`config.mk`:
```
export PLATFORM = sky130hd
export DESIGN_NAME = rmc_config_bank
export DESIGN_NICKNAME = d
export VERILOG_FILES = /design/src/rmc_reg8.v /design/src/rmc_config_bank.v
export VERILOG_INCLUDE_DIRS = /design/src
export SDC_FILE = /design/constraint.sdc
export NUM_CORES = 1
export LEC_CHECK = 0
export ABC_AREA = 1
export ABC_CLOCK_PERIOD_IN_PS = 2600
export BUFFER_PORTS_ARGS = -buffer_cell sky130_fd_sc_hd__clkbuf_2
export CAP_MARGIN = 10
export CORE_MARGIN = 5
export CORE_UTILIZATION = 45
export DETAILED_ROUTE_END_ITERATION = 12
export PLACE_DENSITY = 0.66
export SLEW_MARGIN = 10
export SYNTH_ARGS = -nofsm -noshare
export SYNTH_HDL_FRONTEND = slang
export SYNTH_SLANG_ARGS = --single-unit
```
`constraint.sdc`:
```
create_clock -name core_clk -period 2.6 [get_ports core_clk]
set_input_delay 0.13 -clock core_clk [delete_from_list [all_inputs] [get_ports core_clk]]
set_output_delay 0.13 -clock core_clk [all_outputs]
set_load 0.01 [all_outputs]
```
`src/rmc_regs.vh`:
```
// Register offsets, field positions and reset values of the radio modem configuration bank.
// Assumes an 8-bit register port addressed by a 7-bit register index.
`ifndef RMC_REGS_VH
`define RMC_REGS_VH

// ****************************************
// Offsets
// ****************************************
`define RMC_OFS_SLOT3 7'h15
`define RMC_OFS_SLOT2 7'h16
`define RMC_OFS_SLOT1 7'h17
`define RMC_OFS_RAMP 7'h18
`define RMC_OFS_RATE_M 7'h1A
`define RMC_OFS_MOD 7'h1B
`define RMC_OFS_DEV 7'h1C
`define RMC_OFS_FILT 7'h1D
`define RMC_OFS_FC_CTL 7'h1E
`define RMC_OFS_FC_LEN 7'h1F
`define RMC_OFS_FC_GAIN 7'h20
`define RMC_OFS_STR_FLT 7'h21
`define RMC_OFS_STR_TH 7'h22
`define RMC_OFS_TIMING 7'h23
`define RMC_OFS_GAIN_MEAS 7'h24
`define RMC_OFS_GAIN_TH 7'h25
`define RMC_OFS_GAIN_EN 7'h26
`define RMC_OFS_ANT 7'h27

// ****************************************
// Reset values
// ****************************************
`define RMC_RST_SLOT3 8'h40
`define RMC_RST_SLOT2 8'h4E
`define RMC_RST_SLOT1 8'h00
`define RMC_RST_RAMP 8'h07
`define RMC_RST_RATE_M 8'h83
`define RMC_RST_MOD 8'h1A
`define RMC_RST_DEV 8'h45
`define RMC_RST_FILT 8'h23
`define RMC_RST_FC_CTL 8'h48
`define RMC_RST_FC_LEN 8'h18
`define RMC_RST_FC_GAIN 8'h25
`define RMC_RST_STR_FLT 8'hE3
`define RMC_RST_STR_TH 8'h24
`define RMC_RST_TIMING 8'h58
`define RMC_RST_GAIN_MEAS 8'h22
`define RMC_RST_GAIN_TH 8'h65
`define RMC_RST_GAIN_EN 8'h8A
`define RMC_RST_ANT 8'h05

// ****************************************
// Writable-bit masks (reserved bits read zero)
// ****************************************
`define RMC_MASK_SLOT 8'h7F
`define RMC_MASK_ANT 8'h1F
`define RMC_MASK_ALL 8'hFF

// ****************************************
// Field positions
// ****************************************
`define RMC_TOP_IDX 2:0
`define RMC_STEP_LEN 4:3
`define RMC_RAMP_ON 5
`define RMC_CAP 7:6
`define RMC_RATE_EXP 3:0
`define RMC_KIND 5:4
`define RMC_SHAPE 6
`define RMC_CW 7
`define RMC_DEV_MANT 2:0
`define RMC_TLOOP 3
`define RMC_HI_NIB 7:4
`define RMC_LO_NIB 3:0
`define RMC_FC_LEAK 4:0
`define RMC_FC_POINT 5
`define RMC_FC_ON 6
`define RMC_FC_HOLD 7
`define RMC_DECAY 1:0
`define RMC_CS_MODE 3:2
`define RMC_PF_SIZE 4
`define RMC_PROP 7:5
`define RMC_GAIN_ON 7
`define RMC_ANT_MEAS 2:0
`define RMC_ANT_ON 3
`define RMC_DROP 4

// ****************************************
// Ramp timing
// ****************************************
`define RMC_EIGHTH_SHIFT 3
`define RMC_RST_TOP_IDX 3'h7
`define RMC_PCNT_W 16

`endif

```
`src/rmc_reg8.v`:
```
// One 8-bit configuration register with reset value and writable mask.
// Assumes a write strobe synchronous to core_clk.
`timescale 1ns/1ns
module rmc_reg8 #(
  parameter [7:0] RST_VAL = 8'h00,
  parameter [7:0] WR_MASK = 8'hFF
) (
  // Clock and reset
  input wire core_clk,
  input wire rst_b,
  // Write
  input wire wr_en,
  input wire [7:0] wr_data,
  // Value
  output reg [7:0] value
);
  always @(posedge core_clk or negedge rst_b) begin
    if (!rst_b) begin
      value <= RST_VAL & WR_MASK;
    end else if (wr_en) begin
      value <= wr_data & WR_MASK;
    end
  end
endmodule // rmc_reg8

```
`src/rmc_config_bank.v`:
```
// Radio modem configuration register bank with power ramp sequencer.
// Assumes a synchronous byte register port from the serial interface, and
// a bit-period length in core_clk cycles supplied by the modem.
`timescale 1ns/1ns
`include "rmc_regs.vh"

// Function
// - Eight 7-bit power slots, top bit reserved; 3-bit index picks level or ramp end.
// - Power steps through slots up to top index only when ramp enable set.
// - Each ramp step lasts the 2-bit field times one eighth bit period.
// - Load capacitor field decodes to 0, 1.2, 2.4 or 3.6 pF.
// - Data rate comes from 8-bit mantissa register and 4-bit exponent field.
// - Continuous-wave bit high sends an unmodulated carrier.
// - Shaping bit zero gives BT of 1, one gives BT of 0.5.
// - Modulation kind: 0 2-FSK, 1 GFSK, 2 ASK/OOK, 3 MSK.
// - Deviation uses 4-bit exponent upper nibble and 3-bit mantissa low bits.
// - Deviation bit 3 selects phase-locked or delay-locked symbol timing.
// - Channel filter uses mantissa upper nibble and exponent lower nibble.
// - With hold-on-sync set, correction freezes after sync word detection.
// - Correction runs while enabled; mode picks slicer or second conversion loop.
// - Fast and slow correction gains are 4-bit log2; fast length separate.
// - Strength threshold in half-dB steps, 0x14 meaning -120 dBm.
// - On-off peak decay: 3 slowest, 0 fastest.
// - Post-filter holds 8 symbols when bit zero, 16 when one.
// - Proportional gain 3-bit log2; integral gain used only in phase-locked mode.
// - Gain control runs when enable bit 7 set, with thresholds and measure time.
// - Blanking bit drops received data while signal under carrier sense threshold.
// - Antenna switching only when enabled, measure field sets evaluation period.
module rmc_config_bank #(
  parameter NREG = 18
) (
  // Clock and reset
  input wire core_clk,
  input wire rst_b,
  // Register port
  input wire [6:0] reg_addr,
  input wire reg_wr,
  input wire [7:0] reg_wdata,
  input wire reg_rd,
  output reg [7:0] reg_rdata,
  output reg reg_hit,
  // Bank slots 4..8 value supply (from neighbouring bank)
  input wire [34:0] upper_slots,
  // Transmit power path
  input wire tx_active,
  input wire [`RMC_PCNT_W-1:0] bit_period_cycles,
  output reg [6:0] power_level,
  output reg [2:0] power_index,
  output reg ramp_busy,
  output reg [5:0] load_cap_tenths_pf,
  // Modulator
  output reg [7:0] rate_mant,
  output reg [3:0] rate_exp,
  output reg carrier_only_tx,
  output reg gauss_bt_half,
  output reg [1:0] mod_kind,
  output reg [3:0] dev_exp,
  output reg [2:0] dev_mant,
  output reg timing_loop_kind,
  output reg [3:0] filt_mant,
  output reg [3:0] filt_exp,
  // Frequency correction
  input wire sync_seen,
  input wire rx_frame_start,
  output reg fc_run,
  output reg fc_loop_point,
  output reg [4:0] fc_leak,
  output reg [7:0] fc_fast_len,
  output reg [3:0] fc_fast_gain,
  output reg [3:0] fc_slow_gain,
  // Signal strength and timing recovery
  input wire [7:0] strength_now,
  output reg strength_above,
  output reg [3:0] strength_filt_gain,
  output reg [1:0] cs_mode,
  output reg [1:0] onoff_peak_decay,
  output reg [4:0] postfilter_size,
  output reg [2:0] timing_prop_gain,
  output reg [3:0] timing_int_gain,
  // Gain control and antenna
  output reg gain_loop_on,
  output reg [3:0] gain_high_th,
  output reg [3:0] gain_low_th,
  output reg [3:0] gain_measure_len,
  input wire rx_data_valid,
  output reg rx_store_en,
  output reg antenna_swap_on,
  output reg [2:0] antenna_measure_len
);

  // ****************************************
  // Register storage
  // ****************************************
  wire [8*NREG-1:0] regs_flat;
  wire [7:0] r_slot3 = regs_flat[7:0];
  wire [7:0] r_slot2 = regs_flat[15:8];
  wire [7:0] r_slot1 = regs_flat[23:16];
  wire [7:0] r_ramp = regs_flat[31:24];
  wire [7:0] r_rate = regs_flat[39:32];
  wire [7:0] r_mod = regs_flat[47:40];
  wire [7:0] r_dev = regs_flat[55:48];
  wire [7:0] r_filt = regs_flat[63:56];
  wire [7:0] r_fcc = regs_flat[71:64];
  wire [7:0] r_fcl = regs_flat[79:72];
  wire [7:0] r_fcg = regs_flat[87:80];
  wire [7:0] r_sflt = regs_flat[95:88];
  wire [7:0] r_sth = regs_flat[103:96];
  wire [7:0] r_tim = regs_flat[111:104];
  wire [7:0] r_gms = regs_flat[119:112];
  wire [7:0] r_gth = regs_flat[127:120];
  wire [7:0] r_gen = regs_flat[135:128];
  wire [7:0] r_ant = regs_flat[143:136];

  wire [6:0] ofs_tab [0:NREG-1];
  assign ofs_tab[0] = `RMC_OFS_SLOT3;
  assign ofs_tab[1] = `RMC_OFS_SLOT2;
  assign ofs_tab[2] = `RMC_OFS_SLOT1;
  assign ofs_tab[3] = `RMC_OFS_RAMP;
  assign ofs_tab[4] = `RMC_OFS_RATE_M;
  assign ofs_tab[5] = `RMC_OFS_MOD;
  assign ofs_tab[6] = `RMC_OFS_DEV;
  assign ofs_tab[7] = `RMC_OFS_FILT;
  assign ofs_tab[8] = `RMC_OFS_FC_CTL;
  assign ofs_tab[9] = `RMC_OFS_FC_LEN;
  assign ofs_tab[10] = `RMC_OFS_FC_GAIN;
  assign ofs_tab[11] = `RMC_OFS_STR_FLT;
  assign ofs_tab[12] = `RMC_OFS_STR_TH;
  assign ofs_tab[13] = `RMC_OFS_TIMING;
  assign ofs_tab[14] = `RMC_OFS_GAIN_MEAS;
  assign ofs_tab[15] = `RMC_OFS_GAIN_TH;
  assign ofs_tab[16] = `RMC_OFS_GAIN_EN;
  assign ofs_tab[17] = `RMC_OFS_ANT;

  rmc_reg8 #(.RST_VAL(`RMC_RST_SLOT3), .WR_MASK(`RMC_MASK_SLOT)) u_slot3 (
    .core_clk(core_clk), .rst_b(rst_b), .wr_en(reg_wr && reg_addr == `RMC_OFS_SLOT3),
    .wr_data(reg_wdata), .value(regs_flat[7:0]));
  rmc_reg8 #(.RST_VAL(`RMC_RST_SLOT2), .WR_MASK(`RMC_MASK_SLOT)) u_slot2 (
    .core_clk(core_clk), .rst_b(rst_b), .wr_en(reg_wr && reg_addr == `RMC_OFS_SLOT2),
    .wr_data(reg_wdata), .value(regs_flat[15:8]));
  rmc_reg8 #(.RST_VAL(`RMC_RST_SLOT1), .WR_MASK(`RMC_MASK_SLOT)) u_slot1 (
    .core_clk(core_clk), .rst_b(rst_b), .wr_en(reg_wr && reg_addr == `RMC_OFS_SLOT1),
    .wr_data(reg_wdata), .value(regs_flat[23:16]));
  rmc_reg8 #(.RST_VAL(`RMC_RST_RAMP), .WR_MASK(`RMC_MASK_ALL)) u_ramp (
    .core_clk(core_clk), .rst_b(rst_b), .wr_en(reg_wr && reg_addr == `RMC_OFS_RAMP),
    .wr_data(reg_wdata), .value(regs_flat[31:24]));

  // Remaining registers share one pattern; all full width except the antenna register
  genvar gi;
  generate
    for (gi = 4; gi < NREG; gi = gi + 1) begin : g_reg
      localparam [7:0] RV = (gi == 4) ? `RMC_RST_RATE_M : (gi == 5) ? `RMC_RST_MOD :
        (gi == 6) ? `RMC_RST_DEV : (gi == 7) ? `RMC_RST_FILT :
        (gi == 8) ? `RMC_RST_FC_CTL : (gi == 9) ? `RMC_RST_FC_LEN :
        (gi == 10) ? `RMC_RST_FC_GAIN : (gi == 11) ? `RMC_RST_STR_FLT :
        (gi == 12) ? `RMC_RST_STR_TH : (gi == 13) ? `RMC_RST_TIMING :
        (gi == 14) ? `RMC_RST_GAIN_MEAS : (gi == 15) ? `RMC_RST_GAIN_TH :
        (gi == 16) ? `RMC_RST_GAIN_EN : `RMC_RST_ANT;
      localparam [7:0] WM = (gi == 17) ? `RMC_MASK_ANT : `RMC_MASK_ALL;
      rmc_reg8 #(.RST_VAL(RV), .WR_MASK(WM)) u_r (
        .core_clk(core_clk),
        .rst_b(rst_b),
        .wr_en(reg_wr && (reg_addr == ofs_tab[gi])),
        .wr_data(reg_wdata),
        .value(regs_flat[8*gi+7:8*gi]));
    end
  endgenerate

  // ****************************************
  // Read path
  // ****************************************
  integer ri;
  reg [7:0] next_rdata;
  reg next_hit;
  always @* begin
    next_rdata = 8'h00;
    next_hit = 1'b0;
    for (ri = 0; ri < NREG; ri = ri + 1) begin
      if (reg_addr == ofs_tab[ri]) begin
        next_rdata = regs_flat[8*ri +: 8];
        next_hit = 1'b1;
      end
    end
  end

  always @(posedge core_clk or negedge rst_b) begin
    if (!rst_b) begin
      reg_rdata <= 8'h00;
      reg_hit <= 1'b0;
    end else if (reg_rd) begin
      reg_rdata <= next_rdata;
      reg_hit <= next_hit;
    end
  end

  // ****************************************
  // Power slot table
  // ****************************************
  wire [6:0] slot_tab [0:7];
  assign slot_tab[0] = r_slot1[6:0];
  assign slot_tab[1] = r_slot2[6:0];
  assign slot_tab[2] = r_slot3[6:0];
  assign slot_tab[3] = upper_slots[6:0];
  assign slot_tab[4] = upper_slots[13:7];
  assign slot_tab[5] = upper_slots[20:14];
  assign slot_tab[6] = upper_slots[27:21];
  assign slot_tab[7] = upper_slots[34:28];

  // ****************************************
  // Ramp sequencer
  // ****************************************
  localparam [2:0] ST_IDLE = 3'h1;
  localparam [2:0] ST_STEP = 3'h2;
  localparam [2:0] ST_HOLD = 3'h4;

  reg [2:0] state;
  reg [2:0] next_state;
  reg [2:0] next_index;
  reg [`RMC_PCNT_W+1:0] step_cnt;
  reg [`RMC_PCNT_W+1:0] next_step_cnt;
  wire [2:0] top_idx = r_ramp[`RMC_TOP_IDX];
  wire [1:0] step_len = r_ramp[`RMC_STEP_LEN];
  wire [`RMC_PCNT_W+1:0] step_cycles;
  wire [`RMC_PCNT_W+1:0] eighth_cycles;

  // One step = step_len eighths of a bit period, never below one cycle
  assign eighth_cycles = {2'b00, bit_period_cycles >> `RMC_EIGHTH_SHIFT};
  assign step_cycles = (step_len == 2'b00 || eighth_cycles == {(`RMC_PCNT_W+2){1'b0}}) ?
    {{(`RMC_PCNT_W+1){1'b0}}, 1'b1} : eighth_cycles * step_len;

  always @* begin
    next_state = state;
    next_index = power_index;
    next_step_cnt = step_cnt;
    case (state)
      ST_IDLE: begin
        if (tx_active && r_ramp[`RMC_RAMP_ON] && top_idx != 3'h0) begin
          next_state = ST_STEP;
          next_index = 3'h0;
          next_step_cnt = step_cycles;
        end else begin
          next_index = top_idx;
        end
      end
      ST_STEP: begin
        if (!tx_active) begin
          next_state = ST_IDLE;
        end else if (step_cnt <= {{(`RMC_PCNT_W+1){1'b0}}, 1'b1}) begin
          next_index = power_index + 3'h1;
          next_step_cnt = step_cycles;
          if (power_index + 3'h1 >= top_idx) begin
            next_state = ST_HOLD;
          end
        end else begin
          next_step_cnt = step_cnt - {{(`RMC_PCNT_W+1){1'b0}}, 1'b1};
        end
      end
      ST_HOLD: begin
        next_index = top_idx;
        if (!tx_active) begin
          next_state = ST_IDLE;
        end
      end
      default: begin
        next_state = ST_IDLE;
        next_index = top_idx;
      end
    endcase
  end

  always @(posedge core_clk or negedge rst_b) begin
    if (!rst_b) begin
      state <= ST_IDLE;
      power_index <= `RMC_RST_TOP_IDX;
      step_cnt <= {(`RMC_PCNT_W+2){1'b0}};
      power_level <= 7'h00;
      ramp_busy <= 1'b0;
    end else begin
      state <= next_state;
      power_index <= next_index;
      step_cnt <= next_step_cnt;
      power_level <= slot_tab[next_index];
      ramp_busy <= (next_state == ST_STEP);
    end
  end

  // ****************************************
  // Frequency correction hold
  // ****************************************
  reg fc_frozen;
  always @(posedge core_clk or negedge rst_b) begin
    if (!rst_b) begin
      fc_frozen <= 1'b0;
    end else if (sync_seen && r_fcc[`RMC_FC_HOLD]) begin
      fc_frozen <= 1'b1;
    end else if (rx_frame_start || !r_fcc[`RMC_FC_HOLD]) begin
      fc_frozen <= 1'b0;
    end
  end

  // ****************************************
  // Decoded outputs
  // ****************************************
  always @(posedge core_clk or negedge rst_b) begin
    if (!rst_b) begin
      load_cap_tenths_pf <= 6'h00;
      rate_mant <= 8'h00;
      rate_exp <= 4'h0;
      carrier_only_tx <= 1'b0;
      gauss_bt_half <= 1'b0;
      mod_kind <= 2'h0;
      dev_exp <= 4'h0;
      dev_mant <= 3'h0;
      timing_loop_kind <= 1'b0;
      filt_mant <= 4'h0;
      filt_exp <= 4'h0;
      fc_run <= 1'b0;
      fc_loop_point <= 1'b0;
      fc_leak <= 5'h00;
      fc_fast_len <= 8'h00;
      fc_fast_gain <= 4'h0;
      fc_slow_gain <= 4'h0;
      strength_above <= 1'b0;
      strength_filt_gain <= 4'h0;
      cs_mode <= 2'h0;
      onoff_peak_decay <= 2'h0;
      postfilter_size <= 5'h00;
      timing_prop_gain <= 3'h0;
      timing_int_gain <= 4'h0;
      gain_loop_on <= 1'b0;
      gain_high_th <= 4'h0;
      gain_low_th <= 4'h0;
      gain_measure_len <= 4'h0;
      rx_store_en <= 1'b0;
      antenna_swap_on <= 1'b0;
      antenna_measure_len <= 3'h0;
    end else begin
      load_cap_tenths_pf <= {4'h0, r_ramp[`RMC_CAP]} * 6'h0C;
      rate_mant <= r_rate;
      rate_exp <= r_mod[`RMC_RATE_EXP];
      carrier_only_tx <= r_mod[`RMC_CW];
      gauss_bt_half <= r_mod[`RMC_SHAPE];
      mod_kind <= r_mod[`RMC_KIND];
      dev_exp <= r_dev[`RMC_HI_NIB];
      dev_mant <= r_dev[`RMC_DEV_MANT];
      timing_loop_kind <= r_dev[`RMC_TLOOP];
      filt_mant <= r_filt[`RMC_HI_NIB];
      filt_exp <= r_filt[`RMC_LO_NIB];
      fc_run <= r_fcc[`RMC_FC_ON] && !fc_frozen;
      fc_loop_point <= r_fcc[`RMC_FC_POINT];
      fc_leak <= r_fcc[`RMC_FC_LEAK];
      fc_fast_len <= r_fcl;
      fc_fast_gain <= r_fcg[`RMC_HI_NIB];
      fc_slow_gain <= r_fcg[`RMC_LO_NIB];
      strength_above <= strength_now >= r_sth;
      strength_filt_gain <= r_sflt[`RMC_HI_NIB];
      cs_mode <= r_sflt[`RMC_CS_MODE];
      onoff_peak_decay <= r_sflt[`RMC_DECAY];
      postfilter_size <= r_tim[`RMC_PF_SIZE] ? 5'h10 : 5'h08;
      timing_prop_gain <= r_tim[`RMC_PROP];
      timing_int_gain <= r_dev[`RMC_TLOOP] ? 4'h0 : r_tim[`RMC_LO_NIB];
      gain_loop_on <= r_gen[`RMC_GAIN_ON];
      gain_high_th <= r_gth[`RMC_HI_NIB];
      gain_low_th <= r_gth[`RMC_LO_NIB];
      gain_measure_len <= r_gms[`RMC_LO_NIB];
      rx_store_en <= rx_data_valid && !(r_ant[`RMC_DROP] && strength_now < r_sth);
      antenna_swap_on <= r_ant[`RMC_ANT_ON];
      antenna_measure_len <= r_ant[`RMC_ANT_MEAS];
    end
  end

endmodule // rmc_config_bank

```
# Yosys cells after proc, flatten, opt, wreduce, memory -nomap -nowiden
# Index checks and enable logic that the tools add are counted.
[classes]
n_addsub = 2
n_bitwise = 1
n_lt_le_gt_ge = 5
reduce_logical = 35
multipliers = 2
eq_ne = 24
mux = 58
[ops]
columns = ["cell", "count"]
rows = [
  ["$mux W8", 15],
  ["$eq A7 B5 Y1 const B", 10],
  ["$eq A7 B6 Y1 const B", 8],
  ["$mux W18", 3],
  ["$pmux W18 S2", 1],
  ["$mux W7", 5],
  ["$logic_and A1 B1 Y1", 24],
  ["$mux W3", 8],
  ["$bmux W7 S3", 1],
  ["$mux W1", 20],
  ["$le A18 B1 Y1 const B", 1],
  ["$logic_not A18 Y1", 1],
  ["$sub A18 B1 Y18 const B", 1],
  ["$mul A13 B2 Y15", 1],
  ["$mux W15", 1],
  ["$pmux W3 S3", 1],
  ["$ge A8 B8 Y1", 1],
  ["$lt A8 B8 Y1", 1],
  ["$eq A3 B2 Y1 const B", 2],
  ["$pmux W3 S2", 1],
  ["$mux W5", 1],
  ["$ge A4 B4 Y1 const B", 1],
  ["$mul A2 B2 Y4 const B", 1],
  ["$mux W4", 1],
  ["12 further kinds", 17],
]
[word_totals]
inputBits = 82
ff_bits = 278
word_cells = 184
output_inout_bits = 120

# Logic depth before layout (Yosys ltp)
[depth]
depth_word = 19
mapped_depth = 17
depth_no_buf = 17

# Cells and area by module
# From an unflattened synthesis, not the netlist that was laid out.
[hier_totals]
hier_cells = 1623
hier_area_um2 = 13292.7
[by_module_without_submodules]
columns = ["mod", "area_per_inst_um2", "n_inst", "cells_per_inst", "seq_area_each_um2"]
rows = [
  ["rmc_config_bank", 7906.3, 1, 1026, 3433.3],
  ["rmc_reg8 at g_reg[10].u_r ...", 309.0, 8, 34, 203.9],
  ["rmc_reg8 at g_reg[12].u_r ...", 307.8, 4, 34, 202.7],
  ["rmc_reg8 at g_reg[11].u_r", 311.5, 1, 34, 206.4],
  ["rmc_reg8 at g_reg[15].u_r", 310.3, 1, 34, 205.2],
  ["rmc_reg8 at u_slot2", 285.3, 1, 32, 180.2],
  ["rmc_reg8 at u_slot3", 281.5, 1, 32, 176.4],
  ["rmc_reg8 at u_slot1", 280.3, 1, 32, 175.2],
  ["rmc_reg8 at g_reg[17].u_r", 214.0, 1, 25, 127.6],
]

# Worst setup path after synthesis
# No wires, ideal clock.
[synth_path]
path_kind = "register to register"
from = "register u_ramp.value[4]"
to = "register step_cnt[14]"
stages_incl_launch_ff = 17
n_path_buf = 2
t_arrival_ns = 2.237
setup_time_ns = 0.083
period_less_slack_ns = 2.320
setup_slack_ns = 0.280
required_ns = 2.517
cell_sequence = "dfrtp_1 clkbuf_1 clkbuf_1 nand2_1 inv_1 ha_1 a21oi_1 o21ai_0 nand2_1 nand3_1 nand2_1 nand2_1 a21oi_1 or2_2 nand2_1 a21oi_1 o21ai_0"
[synth_via]
elab_chain_cells = 6
[synth_rtl]
columns = ["item", "line_no", "rtl"]
rows = [
  ["start: declaration", "rmc_reg8.v:15", "output reg [7:0] value"],
  ["start signal: assignment", "rmc_reg8.v:19", "value <= RST_VAL & WR_MASK;"],
  ["start signal: assignment", "rmc_reg8.v:21", "value <= wr_data & WR_MASK;"],
  ["branches (longest 2 deep; another with $mul A13 B2 Y15)", "-", ""],
  ["$mux W15 *", "rmc_config_bank.v:227", "assign step_cycles = (step_len == 2'b00 || eighth_cycles == {(`RMC_PCNT_W+2){1'b0}}) ?"],
  ["$mux W18", "rmc_config_bank.v:247", "end else if (step_cnt <= {{(`RMC_PCNT_W+1){1'b0}}, 1'b1}) begin"],
  ["$mux W18", "rmc_config_bank.v:245", "if (!tx_active) begin"],
  ["$pmux W18 S2 *", "rmc_config_bank.v:234", "case (state)"],
  ["end signal: assignment", "rmc_config_bank.v:274", "step_cnt <= {(`RMC_PCNT_W+2){1'b0}};"],
  ["end signal: assignment", "rmc_config_bank.v:280", "step_cnt <= next_step_cnt;"],
  ["end: declaration", "rmc_config_bank.v:218", "reg [`RMC_PCNT_W+1:0] step_cnt;"],
]
# Mark *: on every way between the ends. The select of a mux whose other input is x is not followed.
# A chain may end at the register's enable or synchronous reset.

# Final worst setup path
[layout_path]
from = "register step_cnt[0]"
to = "register power_level[3]"
[layout_via]
elab_chain_cells = 8
[layout_rtl]
columns = ["item", "line_no", "rtl"]
rows = [
  ["$le A18 B1 Y1", "rmc_config_bank.v:247", ""],
  ["$mux W3", "rmc_config_bank.v:247", ""],
  ["$mux W3", "rmc_config_bank.v:245", ""],
  ["$pmux W3 S2", "rmc_config_bank.v:234", ""],
  ["$not A3 Y4 (not written as such)", "rmc_config_bank.v:281", "power_level <= slot_tab[next_index];"],
  ["$bmux W7 S3", "rmc_config_bank.v:281", ""],
  ["$mux W7 (not written as such) (2 in a row)", "rmc_config_bank.v:281", ""],
  ["end signal: assignment", "rmc_config_bank.v:281", ""],
  ["end: declaration", "rmc_config_bank.v:47", "output reg [6:0] power_level,"],
]
# No other way between the ends. The select of a mux whose other input is x is not followed.

==> tab_implementation.tex <==
\begin{tabular}{lr}
\hline
Metric & Value \\
\hline
\multicolumn{2}{l}{\textbf{Synthesis}} \\
Number of synthesized register bits & 275 \\
Primary flip-flop cell chosen by synthesis mapping & dfrtp\_1 \\
Area share of the leading cell type in the synthesized netlist & 0.4365 \\
Area leader, netlist & dfrtp\_1 \\
Synthesized instance count & 1538 \\
Share of the yosys chip area belonging to registers & 0.5434 \\
Synth top area cells & dfrtp\_1 (44\%), nand2\_1 (14\%), dfstp\_2 (11\%) \\
Mean area per synthesized cell & 8.313 sq um \\
Synth cell types & 51 \\
Share of flip-flops with an asynchronous set or reset after synthesis & 1.000 \\
Number of enable-type register cells in the synthesized netlist & 0 \\
Ranking of synthesized cells by instance count & nand2\_1 (478), dfrtp\_1 (223), o21ai\_0 (185), inv\_1 (174), nor2\_1 (98) \\
Netlist Area Pre-Place & 12780 sq um \\
Warning count from the yosys run & 0 \\
Most frequent cell after synthesis & nand2\_1 \\
\multicolumn{2}{l}{\textbf{Critical path}} \\
Worst setup SP type & flop \\
Category of the worst setup path capture point & flop \\
Required time at the endpoint of the critical path & 3030 ps \\
Critical-path maximum fanout & 11 \\
Largest stage delay on the critical path & 380 ps \\
Data arrival time at the worst-slack endpoint & 2820 ps \\
Most used cell along the critical path & nand2\_1 \\
R2R Path Start & step\_cnt[0] \\
Type of the worst setup path & flop to flop \\
Critical path launch point & step\_cnt[0] \\
Crit-path cells & inv\_1 -> ha\_1 -> nor2\_1 -> nor4\_4 -> nand4\_4 -> a21oi\_4 -> o21ai\_4 -> nand2\_4 -> buf\_6 -> nand2\_1 -> nand3\_1 -> nand2\_1 -> nand2\_1 -> nand2\_1 \\
Worst reg2reg endpoint & power\_level[3] \\
CP delay by family, top & simple AND/OR/NAND/NOR gates \\
Worst-case reg-to-reg path depth & 14 \\
Minimum setup slack among reg-to-reg paths & 220 ps \\
Buf/Inv on CP & 2 \\
Slowest cell on the critical path & dfrtp\_1 \\
\multicolumn{2}{l}{\textbf{Power and ir drop}} \\
Leak & 8.081 nW \\
Sequential group share of total power & 0.460 \\
Worst vdd ir & 0.4244 mV \\
Net load switching power & 3.112 mW \\
Switch share & 0.2779 \\
Part of the power in the clock network & 0.384 \\
Comb pwr share & 0.156 \\
Total internal power & 8.086 mW \\
Post-route total power & 11.20 mW \\
Power density cells & 716.5 nW/um\^{}2 \\
\multicolumn{2}{l}{\textbf{Min path}} \\
Cell depth of the worst hold path & 7 \\
Hold path startpoint & upper\_slots[19] \\
Kind of path behind the tightest hold check & primary input to flop \\
End of the worst hold path & power\_level[5] \\
\multicolumn{2}{l}{\textbf{STA}} \\
Crit share post-route & 0.9166 \\
Unrepaired setup endpoints after global routing & no \\
PnR worst setup slack & 217.0 ps \\
Total Neg Setup Slack & 0 ps \\
Max Fclk & 419.6 MHz \\
Max\_slew headroom & 0.4263 \\
Count of endpoints failing setup in the final report & 0 \\
Min Tclk post-route & 2383 ps \\
Pins Over Slew Limit & 0 \\
Setup clock skew after layout & 12.64 ps \\
Fin. Hold Viols & 0 \\
Worst Tran Pin Value & 859.7 ps \\
Worst Hold Slack & 10.41 ps \\
\multicolumn{2}{l}{\textbf{Detailed routing}} \\
Number of iterations in the first detailed-routing pass & 5 \\
Met2 Routed Length & 16.14 mm \\
Average vias per placed instance & 5.034 \\
Wirelength, routed & 35.31 mm \\
DRC marker count from the first detailed-route iteration & 906 \\
Length of routed wiring on met1 & 15.81 mm \\
Wire length on met3 & 2.507 mm \\
Number of remaining DRC errors & 0 \\
Top routing layer used & met5 \\
Count of vias placed by the detailed router & 10950 \\
Average routed wire per standard cell & 16.23 um \\
Routed Antenna Nets & 0 \\
\multicolumn{2}{l}{\textbf{Global route}} \\
Maximum number of pins on one net before global-route repair & 80 \\
Total grt overflow & 0 \\
Antenna violations before repair & 3 \\
Global-route wire length before repair & 56.23 mm \\
Total track usage & 0.2218 \\
Number of global-route vias before repair & 10674 \\
\multicolumn{2}{l}{\textbf{Clocking}} \\
Buffer depth of the longest clock path & 3 \\
Clock latency reported for the late side of the worst-skew pair & 540 ps \\
Number of clock buffers inserted by TritonCTS & 29 \\
TritonCTS clock tree & built \\
Master cell of the clock root buffer & clkbuf\_16 \\
Clock-pin slew on the worst setup and hold paths & 60 ps \\
CTS HTree Levels & 1 \\
Clock sink count & 275 \\
\multicolumn{2}{l}{\textbf{Run status}} \\
Status & complete, no violations \\
\multicolumn{2}{l}{\textbf{Place}} \\
Port bufs & 193 \\
Post-Place Worst Slack & 26.69 ps \\
Global placement routability congestion & 0.8605 \\
Cell area after placement & 14180 sq um \\
Detail Placement HPWL & 24.57 mm \\
\multicolumn{2}{l}{\textbf{Floorplan}} \\
Height of the chip & 178.6 um \\
IO Count & 202 \\
Standard-cell row count & 61 \\
Core box area & 27930 sq um \\
Die outline area & 31880 sq um \\
Horiz. Die Dim & 178.6 um \\
Initial Utilization & 0.4577 \\
\multicolumn{2}{l}{\textbf{Final layout}} \\
Design Area, Final & 15630 sq um \\
Area growth syn-to-layout & 22.24\% \\
Share of cells above drive strength 1 & 0.2004 \\
Number of nets in the layout & 1885 \\
\multicolumn{2}{l}{\textbf{Flow run}} \\
Maxcap violations & 0 \\
\hline
\end{tabular}
[sequential cells by signal, summed over array words and instances, names as in the netlist, 5 cells and up]
signal / flops
u_slot1.value: 7
u_slot2.value: 7
step_cnt: 18
rate_mant: 8
u_ramp.value: 8
reg_rdata: 8
fc_fast_len: 8
power_level: 7
fc_leak: 5
u_slot3.value: 7
g.u_r.value: 109
[metal layers]
metal | vias up | global-route usage
met5 | - | 0
met4 | 4 | 0.05692
met3 | 64 | 0.03964
met2 | 387 | 0.3582
met1 | 5113 | 0.3117
li1 | 5382 | -
[tightest hold or removal path, cell delays in order]
cell and delay [ps]:
clkbuf_2 80, inv_1 40, nand2_2 50, nand3_1 70, nand2_1 60, nand2_1 40
nand2_1 50
[power groups by stage]
| stage | clock network (mW) | logic, mW | registers [mW] |
|---|---|---|---|
| 2_1_floorplan | 0 | 1.01 | 5.18 |
| 3_3_place_gp | 0 | 1.62 | 5.21 |
| 3_5_place_dp | 0 | 1.67 | 5.21 |
| 4_1_cts | 4.39 | 1.72 | 5.15 |
| 5_1_grt | 4.59 | 1.99 | 5.21 |
| 6_report | 4.30 | 1.74 | 5.15 |
[what timing repair did]
action                                  in CTS  in global routing
setup buffers                                0                  4
hold endpoints to repair                   130                  0
gates resized for setup                      0                 14
endpoints found under the setup margin       0                 13
hold buffers                                37                  0
[area by class of cell]
class	count	area, sq um
fillers	2583	12310
diodes	1	2.502
inverters	179	676.9
well taps	378	473.0
flip-flops and latches	275	6949
repair buffers	254	1572
multi-input cells	1035	4959
clock inverters	12	195.2
clock buffers	41	800.8
[worst max path at each step]
stage,to,slack [ps],depth (start not counted)
after detailed placement,power_level[4],30,13
after CTS,power_level[4],10,13
after floorplan,step_cnt[14],280,16
final,power_level[3],220,14
after global routing,power_level[4],7,13
after global placement,power_level[4],130,13
[metrics by stage]
stage / utilization / cells
after floorplan: - / 1542
after global placement: 0.5077 / 2080
after detailed placement: 0.5077 / 2080
after CTS: 0.5567 / 2170
after global routing: 0.5594 / 2175
final: 0.5594 / 2175
[cell usage in the layout, fill, tap and decap left out, drive strengths merged, types with 7 or more instances in the layout]
cell type,netlist,layout
a21oi,48,48
buf,13,25
clkbuf,40,233
clkinv,1,7
dfrtp,223,223
dfstp,52,52
dlygate4sd3,0,37
ha,28,28
inv,178,178
nand2,489,489
nand3,77,77
nand4,17,17
nor2,101,101
nor3,13,13
o21ai,190,190
or2,16,16
xor2,8,8
[cell families (layout without fill, tap and decap cells)]
group / after synthesis / count (layout) / synth area share
other cells: 1 / 6 / 0.0002933
buf+inv: 232 / 486 / 0.07232
flops: 275 / 275 / 0.5434
simple gates: 726 / 726 / 0.2373
xor+xnor: 9 / 9 / 0.006166
compound gates: 266 / 266 / 0.1116
fa+ha+maj: 29 / 29 / 0.02897
(Power assumes the default switching activity.)
